**config.mk**
```make
export PLATFORM = sky130hd
export DESIGN_NAME = rmsc_regs
export DESIGN_NICKNAME = d
export VERILOG_FILES = /design/src/pkg/rmsc_pkg.sv /design/src/rmsc_regs.sv
export SDC_FILE = /design/constraint.sdc
export NUM_CORES = 1
export LEC_CHECK = 0
export BUFFER_PORTS_ARGS = -buffer_cell sky130_fd_sc_hd__clkbuf_2
export CELL_PAD_IN_SITES_DETAIL_PLACEMENT = 0
export CELL_PAD_IN_SITES_GLOBAL_PLACEMENT = 1
export CORE_AREA = 4 4 157 159
export CTS_CLUSTER_SIZE = 12
export DETAILED_ROUTE_END_ITERATION = 10
export DIE_AREA = 0 0 161 163
export PLACE_DENSITY = 0.74
export SETUP_SLACK_MARGIN = 0.3
export SLEW_MARGIN = 25
export SYNTH_ARGS = -nofsm -noshare
export SYNTH_HDL_FRONTEND = slang
export SYNTH_SLANG_ARGS = --single-unit
```
**constraint.sdc**
```tcl
create_clock -name i_ref_clk -period 3.3 [get_ports i_ref_clk]
set_clock_uncertainty 0.05 [all_clocks]
set_input_delay 0 -clock i_ref_clk [delete_from_list [all_inputs] [get_ports i_ref_clk]]
set_output_delay 0 -clock i_ref_clk [all_outputs]
set_load 0.02 [all_outputs]
```
**src/pkg/rmsc_pkg.sv**
```systemverilog
package rmsc_pkg;

    localparam int RMSC_AW = 8;
    localparam int RMSC_DW = 16;
    localparam int RMSC_FRAME_BITS = 24;

    // Register offsets
    localparam logic [7:0] RMSC_OFS_SOFT_RESET = 8'h00;
    localparam logic [7:0] RMSC_OFS_POWER = 8'h01;
    localparam logic [7:0] RMSC_OFS_INT = 8'h02;
    localparam logic [7:0] RMSC_OFS_FRAC = 8'h03;
    localparam logic [7:0] RMSC_OFS_MOD = 8'h04;
    localparam logic [7:0] RMSC_OFS_PUMP = 8'h20;
    localparam logic [7:0] RMSC_OFS_REF = 8'h21;
    localparam logic [7:0] RMSC_OFS_OSC = 8'h22;
    localparam logic [7:0] RMSC_OFS_RFIN = 8'h23;

    // Reset values
    localparam logic [15:0] RMSC_RST_POWER = 16'h8B7F;
    localparam logic [15:0] RMSC_RST_INT = 16'h0058;
    localparam logic [15:0] RMSC_RST_FRAC = 16'h0250;
    localparam logic [15:0] RMSC_RST_MOD = 16'h0600;
    localparam logic [15:0] RMSC_RST_PUMP = 16'h0C26;
    localparam logic [15:0] RMSC_RST_REF = 16'h0003;
    localparam logic [15:0] RMSC_RST_OSC = 16'h000A;
    localparam logic [15:0] RMSC_RST_RFIN = 16'h0000;

    // Field positions
    localparam int RMSC_B_SOFT_RESET = 0;
    localparam int RMSC_B_LO_REG = 15;
    localparam int RMSC_B_IF_AMP = 11;
    localparam int RMSC_B_MIXER = 9;
    localparam int RMSC_B_EXT_LO = 8;
    localparam int RMSC_B_LO_DRV = 7;
    localparam int RMSC_B_DIV_MODE = 11;
    localparam int RMSC_B_BLEED_DIR = 5;
    localparam int RMSC_B_POLARITY = 3;
    localparam int RMSC_B_SW_SRC = 11;

    typedef struct packed {
        logic lo_regulator_power;
        logic if_amp_power;
        logic mixer_power;
        logic external_lo_path_power;
        logic lo_driver_power;
        logic reference_buffer_power;
        logic oscillator_power;
        logic divider_power;
        logic pump_power;
        logic oscillator_regulator_power;
        logic main_regulator_power;
    } rmsc_power_t;

    typedef struct packed {
        logic integer_mode;
        logic [10:0] integer_word;
        logic [10:0] fraction_numerator_word;
        logic [10:0] modulus_word;
    } rmsc_divider_t;

    typedef struct packed {
        logic [3:0] pump_coarse_current;
        logic bleed_source;
        logic [4:0] bleed_step;
        logic [2:0] reference_output_select;
        logic detector_polarity;
        logic [2:0] reference_input_scale;
        logic [1:0] lo_drive_amplitude;
        logic [1:0] lo_output_divide;
        logic [2:0] lo_source_select;
    } rmsc_synth_t;

    typedef struct packed {
        logic input_switch_control_source;
        logic [1:0] input_switch_select;
        logic [3:0] rf_attenuation_step;
        logic [4:0] if_attenuation_step;
    } rmsc_rfin_t;

endpackage : rmsc_pkg

```
**src/rmsc_regs.sv**
```systemverilog
`timescale 1ns/1ps
// Function
// - Write bit0 of 0x00 fires soft reset
// - Power enables reset to 0x8B7F
// - Bit15 powers LO regulator
// - Bit11 enables IF amplifier
// - Bit9 mixer, bit8 external LO path
// - Bits0-5 power individual synthesizer blocks
// - 0x02 bit11 selects integer mode
// - 0x02 holds integer word, reset 0x58
// - 0x03 holds fraction numerator, reset 0x250
// - 0x04 holds modulus, reset 0x600
// - Pump coarse current thermometer code, reset 0011
// - Bleed current step field, reset 6
// - Bleed direction bit, reset source
// - Reference output pin source select
// - Detector polarity bit, reset positive
// - Reference input scale, reset divide 4
// - LO drive amplitude, reset code 00
// - LO output divide, reset divide 2
// - LO source select, reset code 010
// - Switch follows serial or pins
// - Selects one of four RF inputs
// - RF attenuator in 1 dB steps
// - IF attenuation code field
module rmsc_regs
    import rmsc_pkg::*;
(
    input wire logic i_ref_clk,
    input wire logic i_rst,
    input wire logic i_spi_sclk,
    input wire logic i_spi_cs_n,
    input wire logic i_spi_sdio,
    input wire logic [1:0] i_switch_pins,
    output logic o_spi_sdio,
    output logic o_spi_sdio_oe_n,
    output logic o_soft_reset,
    output rmsc_power_t o_power,
    output rmsc_divider_t o_divider,
    output rmsc_synth_t o_synth,
    output rmsc_rfin_t o_rfin,
    output logic [1:0] o_rf_input_active
);

    typedef enum logic [2:0] {
        RMSC_ST_IDLE = 3'b001,
        RMSC_ST_SHIFT = 3'b010,
        RMSC_ST_DRIVE = 3'b100
    } rmsc_state_t;

    // Serial framing: bit23 read/write (1 = read), 7-bit address, 16 data bits, MSB first
    rmsc_state_t state_r, state_nxt;
    logic sclk_d_r, sclk_d_nxt;
    logic [4:0] count_r, count_nxt;
    logic [23:0] shift_r, shift_nxt;
    logic [15:0] rd_r, rd_nxt;
    logic out_r, out_nxt;
    logic commit_r, commit_nxt;
    logic soft_r, soft_nxt;

    logic [15:0] pwr_r, pwr_nxt;
    logic [15:0] int_r, int_nxt;
    logic [15:0] frac_r, frac_nxt;
    logic [15:0] mod_r, mod_nxt;
    logic [15:0] pump_r, pump_nxt;
    logic [15:0] ref_r, ref_nxt;
    logic [15:0] osc_r, osc_nxt;
    logic [15:0] rfin_r, rfin_nxt;

    logic rise;
    logic fall;
    logic [7:0] addr;
    logic [7:0] raddr;
    logic [15:0] wdata;
    logic [15:0] rmux;

    assign rise = i_spi_sclk && !sclk_d_r;
    assign fall = !i_spi_sclk && sclk_d_r;
    assign addr = {1'b0, shift_r[22:16]};
    // Read frames stop shifting after the address, so it sits in the low byte
    assign raddr = {1'b0, shift_r[6:0]};
    assign wdata = shift_r[15:0];

    always_comb begin
        case (raddr)
            RMSC_OFS_POWER: rmux = pwr_r;
            RMSC_OFS_INT: rmux = int_r;
            RMSC_OFS_FRAC: rmux = frac_r;
            RMSC_OFS_MOD: rmux = mod_r;
            RMSC_OFS_PUMP: rmux = pump_r;
            RMSC_OFS_REF: rmux = ref_r;
            RMSC_OFS_OSC: rmux = osc_r;
            RMSC_OFS_RFIN: rmux = rfin_r;
            default: rmux = 16'h0000;
        endcase
    end

    always_comb begin
        state_nxt = state_r;
        sclk_d_nxt = i_spi_sclk;
        count_nxt = count_r;
        shift_nxt = shift_r;
        rd_nxt = rd_r;
        out_nxt = out_r;
        commit_nxt = 1'b0;
        if (i_spi_cs_n) begin
            state_nxt = RMSC_ST_IDLE;
            count_nxt = 5'h00;
            out_nxt = 1'b0;
        end else begin
            case (state_r)
                RMSC_ST_IDLE: begin
                    state_nxt = RMSC_ST_SHIFT;
                    count_nxt = 5'h00;
                end
                RMSC_ST_SHIFT: begin
                    if (rise) begin
                        shift_nxt = {shift_r[22:0], i_spi_sdio};
                        count_nxt = count_r + 5'h01;
                        if (count_r == 5'(7) && shift_r[6]) begin
                            state_nxt = RMSC_ST_DRIVE;
                        end
                        // Only the 24th edge commits; short frames are dropped
                        if (count_r == 5'(RMSC_FRAME_BITS - 1) && !shift_r[22]) begin
                            commit_nxt = 1'b1;
                        end
                    end
                end
                RMSC_ST_DRIVE: begin
                    if (fall) begin
                        if (count_r == 5'(RMSC_FRAME_BITS)) begin
                            // Last bit stands until its falling edge, then the pin is let go
                            state_nxt = RMSC_ST_IDLE;
                        end else if (count_r == 5'(8)) begin
                            out_nxt = rmux[15];
                            rd_nxt = {rmux[14:0], 1'b0};
                        end else begin
                            out_nxt = rd_r[15];
                            rd_nxt = {rd_r[14:0], 1'b0};
                        end
                    end
                    if (rise && count_r != 5'(RMSC_FRAME_BITS)) begin
                        count_nxt = count_r + 5'h01;
                    end
                end
                default: state_nxt = RMSC_ST_IDLE;
            endcase
        end
    end

    always_ff @(posedge i_ref_clk) begin
        if (i_rst) begin
            state_r <= RMSC_ST_IDLE;
            sclk_d_r <= 1'b0;
            count_r <= 5'h00;
            shift_r <= 24'h000000;
            rd_r <= 16'h0000;
            out_r <= 1'b0;
            commit_r <= 1'b0;
        end else begin
            state_r <= state_nxt;
            sclk_d_r <= sclk_d_nxt;
            count_r <= count_nxt;
            shift_r <= shift_nxt;
            rd_r <= rd_nxt;
            out_r <= out_nxt;
            commit_r <= commit_nxt;
        end
    end

    always_comb begin
        pwr_nxt = pwr_r;
        int_nxt = int_r;
        frac_nxt = frac_r;
        mod_nxt = mod_r;
        pump_nxt = pump_r;
        ref_nxt = ref_r;
        osc_nxt = osc_r;
        rfin_nxt = rfin_r;
        soft_nxt = 1'b0;
        if (soft_r) begin
            // Soft reset returns every register to its power-on value
            pwr_nxt = RMSC_RST_POWER;
            int_nxt = RMSC_RST_INT;
            frac_nxt = RMSC_RST_FRAC;
            mod_nxt = RMSC_RST_MOD;
            pump_nxt = RMSC_RST_PUMP;
            ref_nxt = RMSC_RST_REF;
            osc_nxt = RMSC_RST_OSC;
            rfin_nxt = RMSC_RST_RFIN;
        end else if (commit_r) begin
            case (addr)
                RMSC_OFS_SOFT_RESET: soft_nxt = wdata[RMSC_B_SOFT_RESET];
                RMSC_OFS_POWER: pwr_nxt = wdata;
                RMSC_OFS_INT: int_nxt = wdata;
                RMSC_OFS_FRAC: frac_nxt = wdata;
                RMSC_OFS_MOD: mod_nxt = wdata;
                RMSC_OFS_PUMP: pump_nxt = wdata;
                RMSC_OFS_REF: ref_nxt = wdata;
                RMSC_OFS_OSC: osc_nxt = wdata;
                RMSC_OFS_RFIN: rfin_nxt = wdata;
                default: soft_nxt = 1'b0;
            endcase
        end
    end

    always_ff @(posedge i_ref_clk) begin
        if (i_rst) begin
            pwr_r <= RMSC_RST_POWER;
            int_r <= RMSC_RST_INT;
            frac_r <= RMSC_RST_FRAC;
            mod_r <= RMSC_RST_MOD;
            pump_r <= RMSC_RST_PUMP;
            ref_r <= RMSC_RST_REF;
            osc_r <= RMSC_RST_OSC;
            rfin_r <= RMSC_RST_RFIN;
            soft_r <= 1'b0;
        end else begin
            pwr_r <= pwr_nxt;
            int_r <= int_nxt;
            frac_r <= frac_nxt;
            mod_r <= mod_nxt;
            pump_r <= pump_nxt;
            ref_r <= ref_nxt;
            osc_r <= osc_nxt;
            rfin_r <= rfin_nxt;
            soft_r <= soft_nxt;
        end
    end

    assign o_spi_sdio = out_r;
    assign o_spi_sdio_oe_n = (state_r != RMSC_ST_DRIVE) || (count_r < 5'(9));
    assign o_soft_reset = soft_r;

    // Power outputs straight from register bits
    assign o_power.lo_regulator_power = pwr_r[RMSC_B_LO_REG];
    assign o_power.if_amp_power = pwr_r[RMSC_B_IF_AMP];
    assign o_power.mixer_power = pwr_r[RMSC_B_MIXER];
    assign o_power.external_lo_path_power = pwr_r[RMSC_B_EXT_LO];
    assign o_power.lo_driver_power = pwr_r[RMSC_B_LO_DRV];
    assign o_power.reference_buffer_power = pwr_r[5];
    assign o_power.oscillator_power = pwr_r[4];
    assign o_power.divider_power = pwr_r[3];
    assign o_power.pump_power = pwr_r[2];
    assign o_power.oscillator_regulator_power = pwr_r[1];
    assign o_power.main_regulator_power = pwr_r[0];

    assign o_divider.integer_mode = int_r[RMSC_B_DIV_MODE];
    assign o_divider.integer_word = int_r[10:0];
    assign o_divider.fraction_numerator_word = frac_r[10:0];
    assign o_divider.modulus_word = mod_r[10:0];

    assign o_synth.pump_coarse_current = pump_r[13:10];
    assign o_synth.bleed_source = pump_r[RMSC_B_BLEED_DIR];
    assign o_synth.bleed_step = pump_r[4:0];
    assign o_synth.reference_output_select = ref_r[6:4];
    assign o_synth.detector_polarity = ref_r[RMSC_B_POLARITY];
    assign o_synth.reference_input_scale = ref_r[2:0];
    assign o_synth.lo_drive_amplitude = osc_r[8:7];
    assign o_synth.lo_output_divide = osc_r[4:3];
    assign o_synth.lo_source_select = osc_r[2:0];

    assign o_rfin.input_switch_control_source = rfin_r[RMSC_B_SW_SRC];
    assign o_rfin.input_switch_select = rfin_r[10:9];
    assign o_rfin.rf_attenuation_step = rfin_r[8:5];
    assign o_rfin.if_attenuation_step = rfin_r[4:0];
    assign o_rf_input_active = rfin_r[RMSC_B_SW_SRC] ? i_switch_pins : rfin_r[10:9];

    a_commit_full: assert property (@(posedge i_ref_clk) disable iff (i_rst)
        commit_r |-> $past(count_r) == 5'(RMSC_FRAME_BITS - 1))
        else $error("commit without full frame");
    a_power_write: assert property (@(posedge i_ref_clk) disable iff (i_rst)
        (commit_r && addr == RMSC_OFS_POWER && !soft_r) |=> pwr_r == $past(wdata))
        else $error("power write lost");
    a_soft_restore: assert property (@(posedge i_ref_clk) disable iff (i_rst)
        soft_r |=> pwr_r == RMSC_RST_POWER && osc_r == RMSC_RST_OSC && pump_r == RMSC_RST_PUMP)
        else $error("soft reset missed");
    a_soft_cause: assert property (@(posedge i_ref_clk) disable iff (i_rst)
        $rose(soft_r) |-> $past(commit_r) && $past(addr) == RMSC_OFS_SOFT_RESET)
        else $error("spurious soft reset");
    a_int_hold: assert property (@(posedge i_ref_clk) disable iff (i_rst)
        !commit_r && !soft_r |=> $stable(int_r) && $stable(rfin_r))
        else $error("register changed without write");
    a_div_write: assert property (@(posedge i_ref_clk) disable iff (i_rst)
        (commit_r && addr == RMSC_OFS_INT && !soft_r) |=> o_divider.integer_mode == $past(wdata[11]))
        else $error("divide mode write lost");
    a_switch_src: assert property (@(posedge i_ref_clk) disable iff (i_rst)
        !rfin_r[RMSC_B_SW_SRC] |-> o_rf_input_active == rfin_r[10:9])
        else $error("switch source wrong");
    a_pump_write: assert property (@(posedge i_ref_clk) disable iff (i_rst)
        (commit_r && addr == RMSC_OFS_PUMP && !soft_r) |=> o_synth.bleed_step == $past(wdata[4:0]))
        else $error("pump write lost");
    a_soft_pulse: assert property (@(posedge i_ref_clk) disable iff (i_rst)
        soft_r |=> !soft_r)
        else $error("soft reset pulse too long");
    a_frac_write: assert property (@(posedge i_ref_clk) disable iff (i_rst)
        (commit_r && addr == RMSC_OFS_FRAC && !soft_r) |=> frac_r == $past(wdata))
        else $error("fraction write lost");
    a_osc_write: assert property (@(posedge i_ref_clk) disable iff (i_rst)
        (commit_r && addr == RMSC_OFS_OSC && !soft_r) |=> osc_r == $past(wdata))
        else $error("oscillator write lost");
    a_rfin_write: assert property (@(posedge i_ref_clk) disable iff (i_rst)
        (commit_r && addr == RMSC_OFS_RFIN && !soft_r) |=> rfin_r == $past(wdata))
        else $error("input config write lost");
    a_pins_follow: assert property (@(posedge i_ref_clk) disable iff (i_rst)
        rfin_r[RMSC_B_SW_SRC] |-> o_rf_input_active == i_switch_pins)
        else $error("switch ignores pins");

    c_write: cover property (@(posedge i_ref_clk) commit_r && addr == RMSC_OFS_OSC);
    c_soft: cover property (@(posedge i_ref_clk) soft_r);
    c_read: cover property (@(posedge i_ref_clk) !o_spi_sdio_oe_n);
    c_pins: cover property (@(posedge i_ref_clk) rfin_r[RMSC_B_SW_SRC] && o_rf_input_active == 2'h3);

endmodule : rmsc_regs

```
# Word level (Yosys, flattened, before mapping)
# Cells that the tools add are included.
[totals]
reg_bits = 179
in_bits = 7
out_inout_bits = 86
elab_cells = 95
[classes]
n_addsub = 1
n_lt_le_gt_ge = 1
n_eq_ne = 30
muxes = 13
n_bitwise = 6
reduce_logical = 28
[ops]
columns = ["cell", "n"]
rows = [
  ["16-bit case mux with 8 select lines", 1],
  ["7-bit by 6-bit == test with 1-bit output (second input constant)", 8],
  ["7-bit by 2-bit == test with 1-bit output (second input constant)", 4],
  ["16-bit 2-to-1 mux", 1],
  ["2-bit AND reduction", 8],
  ["5-bit case mux with 3 select lines", 1],
  ["7-bit by 1-bit == test with 1-bit output (second input constant)", 2],
  ["7-bit by 3-bit == test with 1-bit output (second input constant)", 2],
  ["3-bit 2-to-1 mux", 4],
  ["5-bit == test (second input constant)", 2],
  ["5-bit 2-to-1 mux", 2],
  ["2-bit != test (second input constant)", 5],
  ["3-bit case mux with 3 select lines", 1],
  ["3-bit AND reduction", 3],
  ["8-bit logical NOT", 1],
  ["4-bit AND reduction", 2],
  ["4-bit OR reduction", 2],
  ["1-bit NOT", 6],
  ["5-bit by 1-bit adder with 5-bit output (second input constant)", 1],
  ["5-bit by 3-bit == test with 1-bit output (second input constant)", 1],
  ["5-bit by 4-bit == test with 1-bit output (second input constant)", 1],
  ["1-bit logical AND", 5],
  ["5-bit by 4-bit less-than comparator with 1-bit output (second input constant)", 1],
  ["5-bit != test (second input constant)", 1],
  ["10 further kinds", 14],
]

# Logic depth before layout (Yosys ltp)
# Gate-level depths: netlist of the first run.
[logic_depth]
ltp_word = 5
mapped_depth = 8
ltp_nobuf = 7

# Worst setup path after synthesis of the first run
# OpenSTA, ideal clock, no wires.
[synth_timing]
path_kind = "register to register"
startpoint = "register count_r[0]"
endpoint = "register rd_r[13]"
setup_ns = 0.130
arrival_time_ns = 1.642
required_ns = 3.120
setup_slack_ns = 1.478
stages_incl_launch_ff = 9
n_path_buf = 1
period_less_slack_ns = 1.822
cell_sequence = "dfxtp_1 -> inv_1 -> ha_1 -> nand4b_1 -> nand2_1 -> nor3_4 -> buf_6 -> mux2i_1 -> o22ai_1"
[synth_between]
elab_chain_len = 3
word_cells_on_any_way = 5
classes_between = "eq/ne (2); mux (1); bitwise (1); reduce/logical (1)"
[synth_lines]
columns = ["item", "line", "source"]
rows = [
  ["start, declared", "rmsc_regs.sv:54", "logic [4:0] count_r, count_nxt;"],
  ["start signal, assigned", "rmsc_regs.sv:163", "count_r <= count_nxt;"],
  ["5-bit == test", "rmsc_regs.sv:131", "if (count_r == 5'(RMSC_FRAME_BITS)) begin"],
  ["1-bit NOT (no source line)", "n/a", ""],
  ["4-bit AND reduction (no source line)", "n/a", ""],
  ["end signal, assigned", "rmsc_regs.sv:165", "rd_r <= rd_nxt;"],
  ["end, declared", "rmsc_regs.sv:56", "logic [15:0] rd_r, rd_nxt;"],
]
# Parallel ways exist; a longest one is shown, timed or not.
# A chain may end at the register's enable or synchronous reset.

# Worst setup path after layout of the first run
[layout_timing]
startpoint = "register shift_r[4]"
endpoint = "register out_r (netlist: o_spi_sdio)"
[layout_between]
elab_chain_len = 3
word_cells_on_any_way = 10
classes_between = "eq/ne (8); mux (2)"
[layout_lines]
columns = ["item", "line", "source"]
rows = [
  ["start, declared", "rmsc_regs.sv:55", "logic [23:0] shift_r, shift_nxt;"],
  ["start signal, assigned", "rmsc_regs.sv:164", "shift_r <= shift_nxt;"],
  ["7-bit by 6-bit == test with 1-bit output, or another cell as far along", "rmsc_regs.sv:85", "case (raddr)"],
  ["16-bit case mux with 8 select lines (*)", "rmsc_regs.sv:85", ""],
  ["1-bit 2-to-1 mux (*)", "rmsc_regs.sv:134", "end else if (count_r == 5'(8)) begin"],
  ["end signal, assigned", "rmsc_regs.sv:166", "out_r <= out_nxt;"],
  ["end, declared", "rmsc_regs.sv:57", "logic out_r, out_nxt;"],
]
# Every way passes the cells marked *; elsewhere a longest branch is shown, timed or not.

==> reports/results.tsv, run 1 <==
stage	metric	value	unit
cts	tritoncts_clock_tree	done	
final_layout	post-route-util	39.52	%
run	max-cap-violations	0	
pwr	comb_power_share	1.7	%
global_routing	grt_util_all_layers	18.50	%
place	place_congestion	0.8317	
final_layout	finish.instance_area	9193	um2
pwr	power.share.clock	47.4	%
detailed_routing	drt_pass1_iterations	6	
global_routing	grt_start_max_net_pins	50	
floorplanning	floorplan.die_area	26240	um2
yosys	yosys_warnings	0	
place	placed_instance_area	8587	um2
detailed_routing	routed_wirelength	24260	um
timing	setup_violation_total_in_the_final_timing_report	0	
timing	total_negative_slack_for_setup_checks	0	ns
pwr	worst_ir_drop_vdd	0.0002683	V
pwr	sw_frac_of_total	22.92	%
floorplanning	die_height	163	um
floorplanning	num_rows	56	
yosys	seq_area_frac_synth	42.19	%
yosys	synth_enable_flop_cells	0	
yosys	yosysUniqueCellTypes	54	
cts	numCtsBuffers	17	
floorplanning	ports	93	
place	placed_cells	1248	
yosys	post_synth_instance_area	8446	um2
cts	cts-resized-gates	0	
timing	finalHoldWorstSlack	0.1249	ns
timing	rsz_0062_raised_after_global_routing	false	
timing	finalHoldViolCount	0	
worst_setup_path	critPathArrivalTime	2.76	ns
final_layout	final_layout_fill_cell_count	2385	
worst_setup_path	worstPathMaxFanout	14	
detailed_routing	antenna_violating_nets_post_route	0	
yosys	synth_top_flop_cell	dfxtp_1	
pwr	power.density_cell_area	460.5	nW/um2
place	port_buffers	92	
detailed_routing	drc	0	
timing	timing.max_slew.rel_slack	29.57	%
worst_setup_path	worstSetupPathType	flop to flop	
final_layout	syn2layout_area_growth	8.844	%
cts	htree_levels	4	
pwr	seq_power_share	50.8	%
worst_setup_path	critPathCaptureType	flop	
timing	timing_max_transition_violations_final	0	
pwr	power_report.internal_total	3263	uW
yosys	postSynth.asyncResetShare	0	%
yosys	synth_seq_cells	178	
detailed_routing	routed-via-count	6605	
timing	period_needed	2.436	ns
detailed_routing	detail_route.wl_per_cell	18.91	um
final_layout	insertedDiodeCount	0	
outcome	status	completed	
pwr	power.net_switching	970.2	uW
cts	cts.sink_count	178	
cts	clock_insertion_delay_worst_skew	0.44	ns
worst_setup_path	critical_path_required	3.62	ns
cts	cts.path.max_buffers	2	
floorplanning	fp.coreArea	23260	um2
detailed_routing	detailedRoute.firstIterationViolations	638	
pwr	power_leakage	0.004021	uW
yosys	postSynthNetCount	976	
global_routing	grt_pass1_vias	6280	
timing	fmax	410.5	MHz
global_routing	gr-total-overflow	0	
global_routing	number_of_antenna_violations_at_the_first_check_in_global_routing	0	
detailed_routing	vias_per_cell	5.148	
worst_setup_path	startpoint_class_of_the_critical_path	flop	
min_path	timing.hold.worst.class	input pin to flop	
yosys	synth_cells	967	
cts	clock_tree.root_cell	clkbuf_16	
timing	worst-slew-pin-transition	1.054	ns
final_layout	final_net_count	960	
cts	clk_pin_slew	0.07	ns
floorplanning	die_w	161	um
timing	final.period_utilization	73.83	%
global_routing	grt_first_pass_wirelength	38020	um
final_layout	final_layout_size_suffix_gt1_share	18.36	%
final_layout	commonest_non_fill_non_tap_cells_in_the_layout	177 x dfxtp_1, 143 x nand2_1, 137 x mux2i_1, 103 x nor2_1, 92 x clkbuf_2	
floorplanning	initial_core_util	36.31	%
final_layout	post_layout_nonfiller_instances	1283	
yosys	synth.avg_cell_area	8.734	um2
final_layout	most_common_cell_after_layout_fill_and_taps_aside	dfxtp_1	
place	hpwlAfterDp	16390	um
==> registers in the layout, summed over array words and instances (netlist names), 5 cells and up <==
name,cells
rd_r,15
count_r,5
shift_r,23
pump_r,16
pwr_r,16
int_r,16
osc_r,16
mod_r,16
rfin_r,16
frac_r,16
ref_r,16
==> logic make-up (layout without fill, tap and decap cells) <==
family | Yosys count | in the layout | share of synthesized area (%)
mux | 145 | 145 | 17.30
xor+xnor | 1 | 1 | 0.1037
flops | 178 | 178 | 42.19
fa+ha+maj | 2 | 2 | 0.2962
simple gates | 348 | 348 | 19.04
compound gates | 134 | 134 | 10.07
buf+inv | 159 | 156 | 10.99
==> final timing paths <==
kind	startpoint	endpoint	slack, ns	cells after the start
min	i_rst	sclk_d_r	0.12	3
max	shift_r[4]	o_spi_sdio	0.86	5
max reg2reg	shift_r[4]	o_spi_sdio	0.86	5
min reg2reg	pwr_r[14]	pwr_r[14]	0.41	2
==> stage by stage <==
| step | worst slack (ns) | total power, uW |
|---|---|---|
| after floorplan | 1.478 | 2246 |
| after global placement | 0.9137 | 2272 |
| after detailed placement | 0.8885 | 2272 |
| after CTS | 0.8718 | 4276 |
| after global routing | 0.7128 | 4361 |
| final | 0.8637 | 4233 |
==> what timing repair did <==
item / CTS / global route
hold buffers: 3 / 0
hold endpoints to repair: 6 / 0
setup buffers: 0 / 0
==> cells in the mapped netlist, types with 2 or more instances <==
cell	n	area, um2
a22oi_1	14	105.1
nand2_1	143	536.8
and2_1	10	62.56
nand2b_1	12	75.07
buf_2	16	80.08
o22ai_1	15	93.84
o32ai_1	7	61.31
buf_4	81	608.1
nand3_1	26	130.1
and3_1	5	31.28
inv_1	5	18.77
mux2_2	8	90.09
or3_1	4	25.02
nor2_1	104	390.4
o221ai_1	6	52.55
nor4_1	2	12.51
or2_2	10	62.56
mux2i_1	137	1371
nor4b_1	2	17.52
o31a_1	2	17.52
clkbuf_1	55	206.5
nor3b_1	2	15.01
dfxtp_1	178	3563
o21ai_0	8	40.04
nor3_1	7	35.03
ha_1	2	25.02
a31oi_1	2	12.51
a211oi_1	12	90.09
a32o_1	3	30.03
nor2b_1	7	43.79
a21oi_1	59	295.3
==> power by group through the flow <==
stage          clock (uW)  combinational (uW)  sequential [uW]
3_3_place_gp            0                71.2             2200
2_1_floorplan           0                45.8             2200
4_1_cts              2050                73.8             2150
6_report             2010                73.6             2150
3_5_place_dp            0                70.7             2200
5_1_grt              2130                80.5             2150
==> metal layers <==
| layer | part of all wire, % | wire length [um] | global-route usage, % |
|---|---|---|---|
| met3 | 5.1 | 1242 | 3.493 |
| met2 | 46 | 11270 | 29.36 |
| met1 | 47 | 11420 | 25.96 |
| met5 | 0 | 0 | 0 |
| met4 | 1.4 | 328 | 4.886 |
==> final cells by class <==
class,instances,area (um2),area share (%)
sequential,178,3565,38.78
multi-input combinational,630,3964,43.12
timing repair buffer,119,670.6,7.295
clock inverter,13,122.6,1.334
tap,319,399.1,4.342
clock buffer,19,452.9,4.927
inverter,5,18.77,0.2042
==> worst max-delay path: stages (launching register included) <==
cell     delay, ns
dfxtp_1       0.51
nor4_4        0.59
nand3_2       0.41
or2_2         0.42
a41o_1        0.25
a21oi_1       0.15
No activity file was read; power rests on OpenSTA's default activity.
==> run 2, diff against run 1 <==
--- a/config.mk
+++ b/config.mk
@@ -12,7 +12,7 @@
 export CTS_CLUSTER_SIZE = 12
 export DETAILED_ROUTE_END_ITERATION = 10
 export DIE_AREA = 0 0 161 163
-export PLACE_DENSITY = 0.74
+export PLACE_DENSITY = 0.77
 export SETUP_SLACK_MARGIN = 0.3
 export SLEW_MARGIN = 25
 export SYNTH_ARGS = -nofsm -noshare
==> constraint.sdc (replaced) <==
create_clock -name i_ref_clk -period 2.02 [get_ports i_ref_clk]
set_clock_uncertainty 0.05 [all_clocks]
set_input_delay 0 -clock i_ref_clk [delete_from_list [all_inputs] [get_ports i_ref_clk]]
set_output_delay 0 -clock i_ref_clk [all_outputs]
set_load 0.02 [all_outputs]
==> reports/results.tsv, run 2 (synthesized netlist as in run 1, its figures left out) <==
stage	metric	value	unit	change
floorplanning	num_rows	56		unchanged
final_layout	most_common_cell_after_layout_fill_and_taps_aside	dfxtp_1		unchanged
timing	period_needed	1.813	ns	was 2.436 ns
timing	total_negative_slack_for_setup_checks	0	ns	unchanged
global_routing	grt_start_max_net_pins	62		was 50
timing	fmax	551.7	MHz	was 410.5 MHz
cts	numCtsBuffers	17		unchanged
final_layout	seqCellArea	3590	um2	was 3565 um2
run	max-cap-violations	0		unchanged
final_layout	final_layout_size_suffix_gt1_share	29.68	%	was 18.36%
timing	final.period_utilization	89.73	%	was 73.83%
final_layout	commonest_non_fill_non_tap_cells_in_the_layout	167 x dfxtp_1, 135 x mux2i_1, 134 x nand2_1, 101 x nor2_1, 92 x clkbuf_2		was 177 x dfxtp_1, 143 x nand2_1, 137 x mux2i_1, 103 x nor2_1, 92 x clkbuf_2
worst_setup_path	timing.critical_path.buf_inv	3		was 0
floorplanning	die_w	161	um	unchanged
final_layout	insertedDiodeCount	0		unchanged
global_routing	grt_first_pass_wirelength	37830	um	was 38020 um
global_routing	grt_util_all_layers	18.50	%	about the same
worst_setup_path	startpoint_class_of_the_critical_path	flop		unchanged
detailed_routing	antenna_violating_nets_post_route	0		unchanged
place	port_buffers	92		unchanged
floorplanning	ports	93		unchanged
worst_setup_path	crit_path_max_incr_delay	0.38	ns	was 0.59 ns
detailed_routing	drc	0		unchanged
worst_setup_path	slowest_stage	dfxtp_4		was nor4_4
final_layout	final_layout_fill_cell_count	2304		was 2385
detailed_routing	detailedRoute.firstIterationViolations	561		was 638
worst_setup_path	critPathArrivalTime	2.07	ns	was 2.76 ns
place	hpwlAfterDp	16600	um	was 16390 um
cts	cts.sink_count	178		unchanged
detailed_routing	vias_per_cell	5.154		was 5.148
detailed_routing	detail_route.wl_per_cell	19.01	um	was 18.91 um
timing	worst-slew-pin-transition	0.5456	ns	was 1.054 ns
outcome	status	completed		unchanged
pwr	power.density_cell_area	708.4	nW/um2	was 460.5 nW/um2
worst_setup_path	worstPathMaxFanout	5		was 14
timing	finalHoldWorstSlack	0.08385	ns	was 0.1249 ns
worst_setup_path	timing.critical_path.max_delay_family	simple AND/OR/NAND/NOR gates		unchanged
detailed_routing	drt_pass1_iterations	7		was 6
final_layout	finish.instance_area	10310	um2	was 9193 um2
timing	timing_max_transition_violations_final	0		unchanged
timing	rsz_0062_raised_after_global_routing	true		was false
detailed_routing	routed-via-count	6870		was 6605
timing	timing.max_slew.rel_slack	63.59	%	was 29.57%
final_layout	final_net_count	1011		was 960
timing	finalHoldViolCount	0		unchanged
final_layout	post-route-util	44.31	%	was 39.52%
final_layout	regMostFlops	shift_r		unchanged
min_path	timing.hold.worst.class	input pin to flop		unchanged
cts	clock_tree.root_cell	clkbuf_16		unchanged
floorplanning	fp.coreArea	23260	um2	unchanged
global_routing	number_of_antenna_violations_at_the_first_check_in_global_routing	0		unchanged
place	placed_instance_area	8875	um2	was 8587 um2
cts	clock_insertion_delay_worst_skew	0.43	ns	was 0.44 ns
detailed_routing	routed_wirelength	25350	um	was 24260 um
cts	clk_pin_slew	0.06	ns	was 0.07 ns
floorplanning	floorplan.die_area	26240	um2	unchanged
worst_setup_path	worstSetupPathType	flop to flop		unchanged
final_layout	largest_reg_flops	23		unchanged
pwr	worst_ir_drop_vdd	0.0004770	V	was 0.0002683 V
final_layout	multiInputGateArea	4355	um2	was 3964 um2
cts	tritoncts_clock_tree	done		unchanged
global_routing	grt_pass1_vias	6452		was 6280
cts	cts.path.max_buffers	2		unchanged
worst_setup_path	critPathCaptureType	flop		unchanged
worst_setup_path	critical_path_required	2.28	ns	was 3.62 ns
place	place_congestion	0.8541		was 0.8317
global_routing	gr-total-overflow	0		unchanged
cts	htree_levels	4		unchanged
floorplanning	initial_core_util	36.31	%	unchanged
final_layout	syn2layout_area_growth	22.04	%	was 8.844%
worst_setup_path	worstPathCellList	inv_4 -> ha_4 -> nand4b_1 -> nand2_2 -> nor3_4 -> buf_12 -> buf_4 -> mux2i_1 -> o22ai_1		was nor4_4 -> nand3_2 -> or2_2 -> a41o_1 -> a21oi_1
timing	setup_violation_total_in_the_final_timing_report	0		unchanged
pwr	power_leakage	0.004499	uW	was 0.004021 uW
floorplanning	die_height	163	um	unchanged
==> run 2: cell count changes in the layout (fill, tap and decap cells not counted), sizes merged <==
cell         before  now
buf              24   71
bufinv            1    4
clkbuf          111  117
clkinvlp          1    0
dlygate4sd3       3    4
inv              12    5
nand3b            2    3
==> run 2: metrics by stage <==
stage          setup slack (ns)  total power, uW  std cells
3_3_place_gp           -0.02420             3725       1271
2_1_floorplan            0.2478             3671        967
4_1_cts                  0.2344             7352       1321
3_5_place_dp            0.01523             3725       1271
5_1_grt                  0.1491             7515       1333
6_report                 0.2074             7301       1333
==> run 2: worst reg2reg max path: stages, from the launching register on <==
cell and delay, ns:
dfxtp_4 0.38, inv_4 0.04, ha_4 0.16, nand4b_1 0.18, nand2_2 0.10, nor3_4 0.20
buf_12 0.17, buf_4 0.12, mux2i_1 0.21, o22ai_1 0.09
==> run 2: layout make-up <==
| cell class | instances | area share [%] |
|---|---|---|
| clock inverters | 8 | 1.432 |
| well taps | 319 | 3.872 |
| clock buffers | 23 | 4.928 |
| inverters | 5 | 0.2306 |
| multi-input cells | 631 | 42.26 |
| flip-flops and latches | 178 | 34.83 |
| repair buffers | 169 | 12.45 |
==> run 2: metal layers <==
metal / global-route usage, % / vias up / routed length, um
li1: - / 3301 / -
met1: 26.05 / 3334 / 11800
met2: 28.99 / 209 / 11810
met3: 3.923 / 26 / 1395
met4: 4.769 / 0 / 344
met5: 0 / - / 0
==> run 2: worst paths after layout <==
check                           startpoint          to  slack, ns  depth (start not counted)
worst max-delay path            count_r[0]    rd_r[12]       0.21                          9
worst min-delay path                 i_rst  state_r[0]       0.08                          3
worst max register to register  count_r[0]    rd_r[12]       0.21                          9
worst min register to register   pwr_r[12]   pwr_r[12]       0.40                          2
==> run 2: power breakdown <==
group	switching (uW)	leakage, uW	total (uW)	internal [uW]
sequential	3.75	0.00144	3510	3510
clock	1380	0.000325	3640	2260
combinational	98.0	0.00273	149	51.0
total	1480	0.00450	7300	5820
==> run 2: what timing repair did <==
| item | CTS | global route |
|---|---|---|
| hold endpoints to repair | 8 | 0 |
| setup buffers | 15 | 8 |
| cloned | 0 | 4 |
| resized for setup | 47 | 63 |
| hold buffers | 4 | 0 |
| endpoints found under the setup margin | 49 | 75 |
| pin swaps | 19 | 31 |
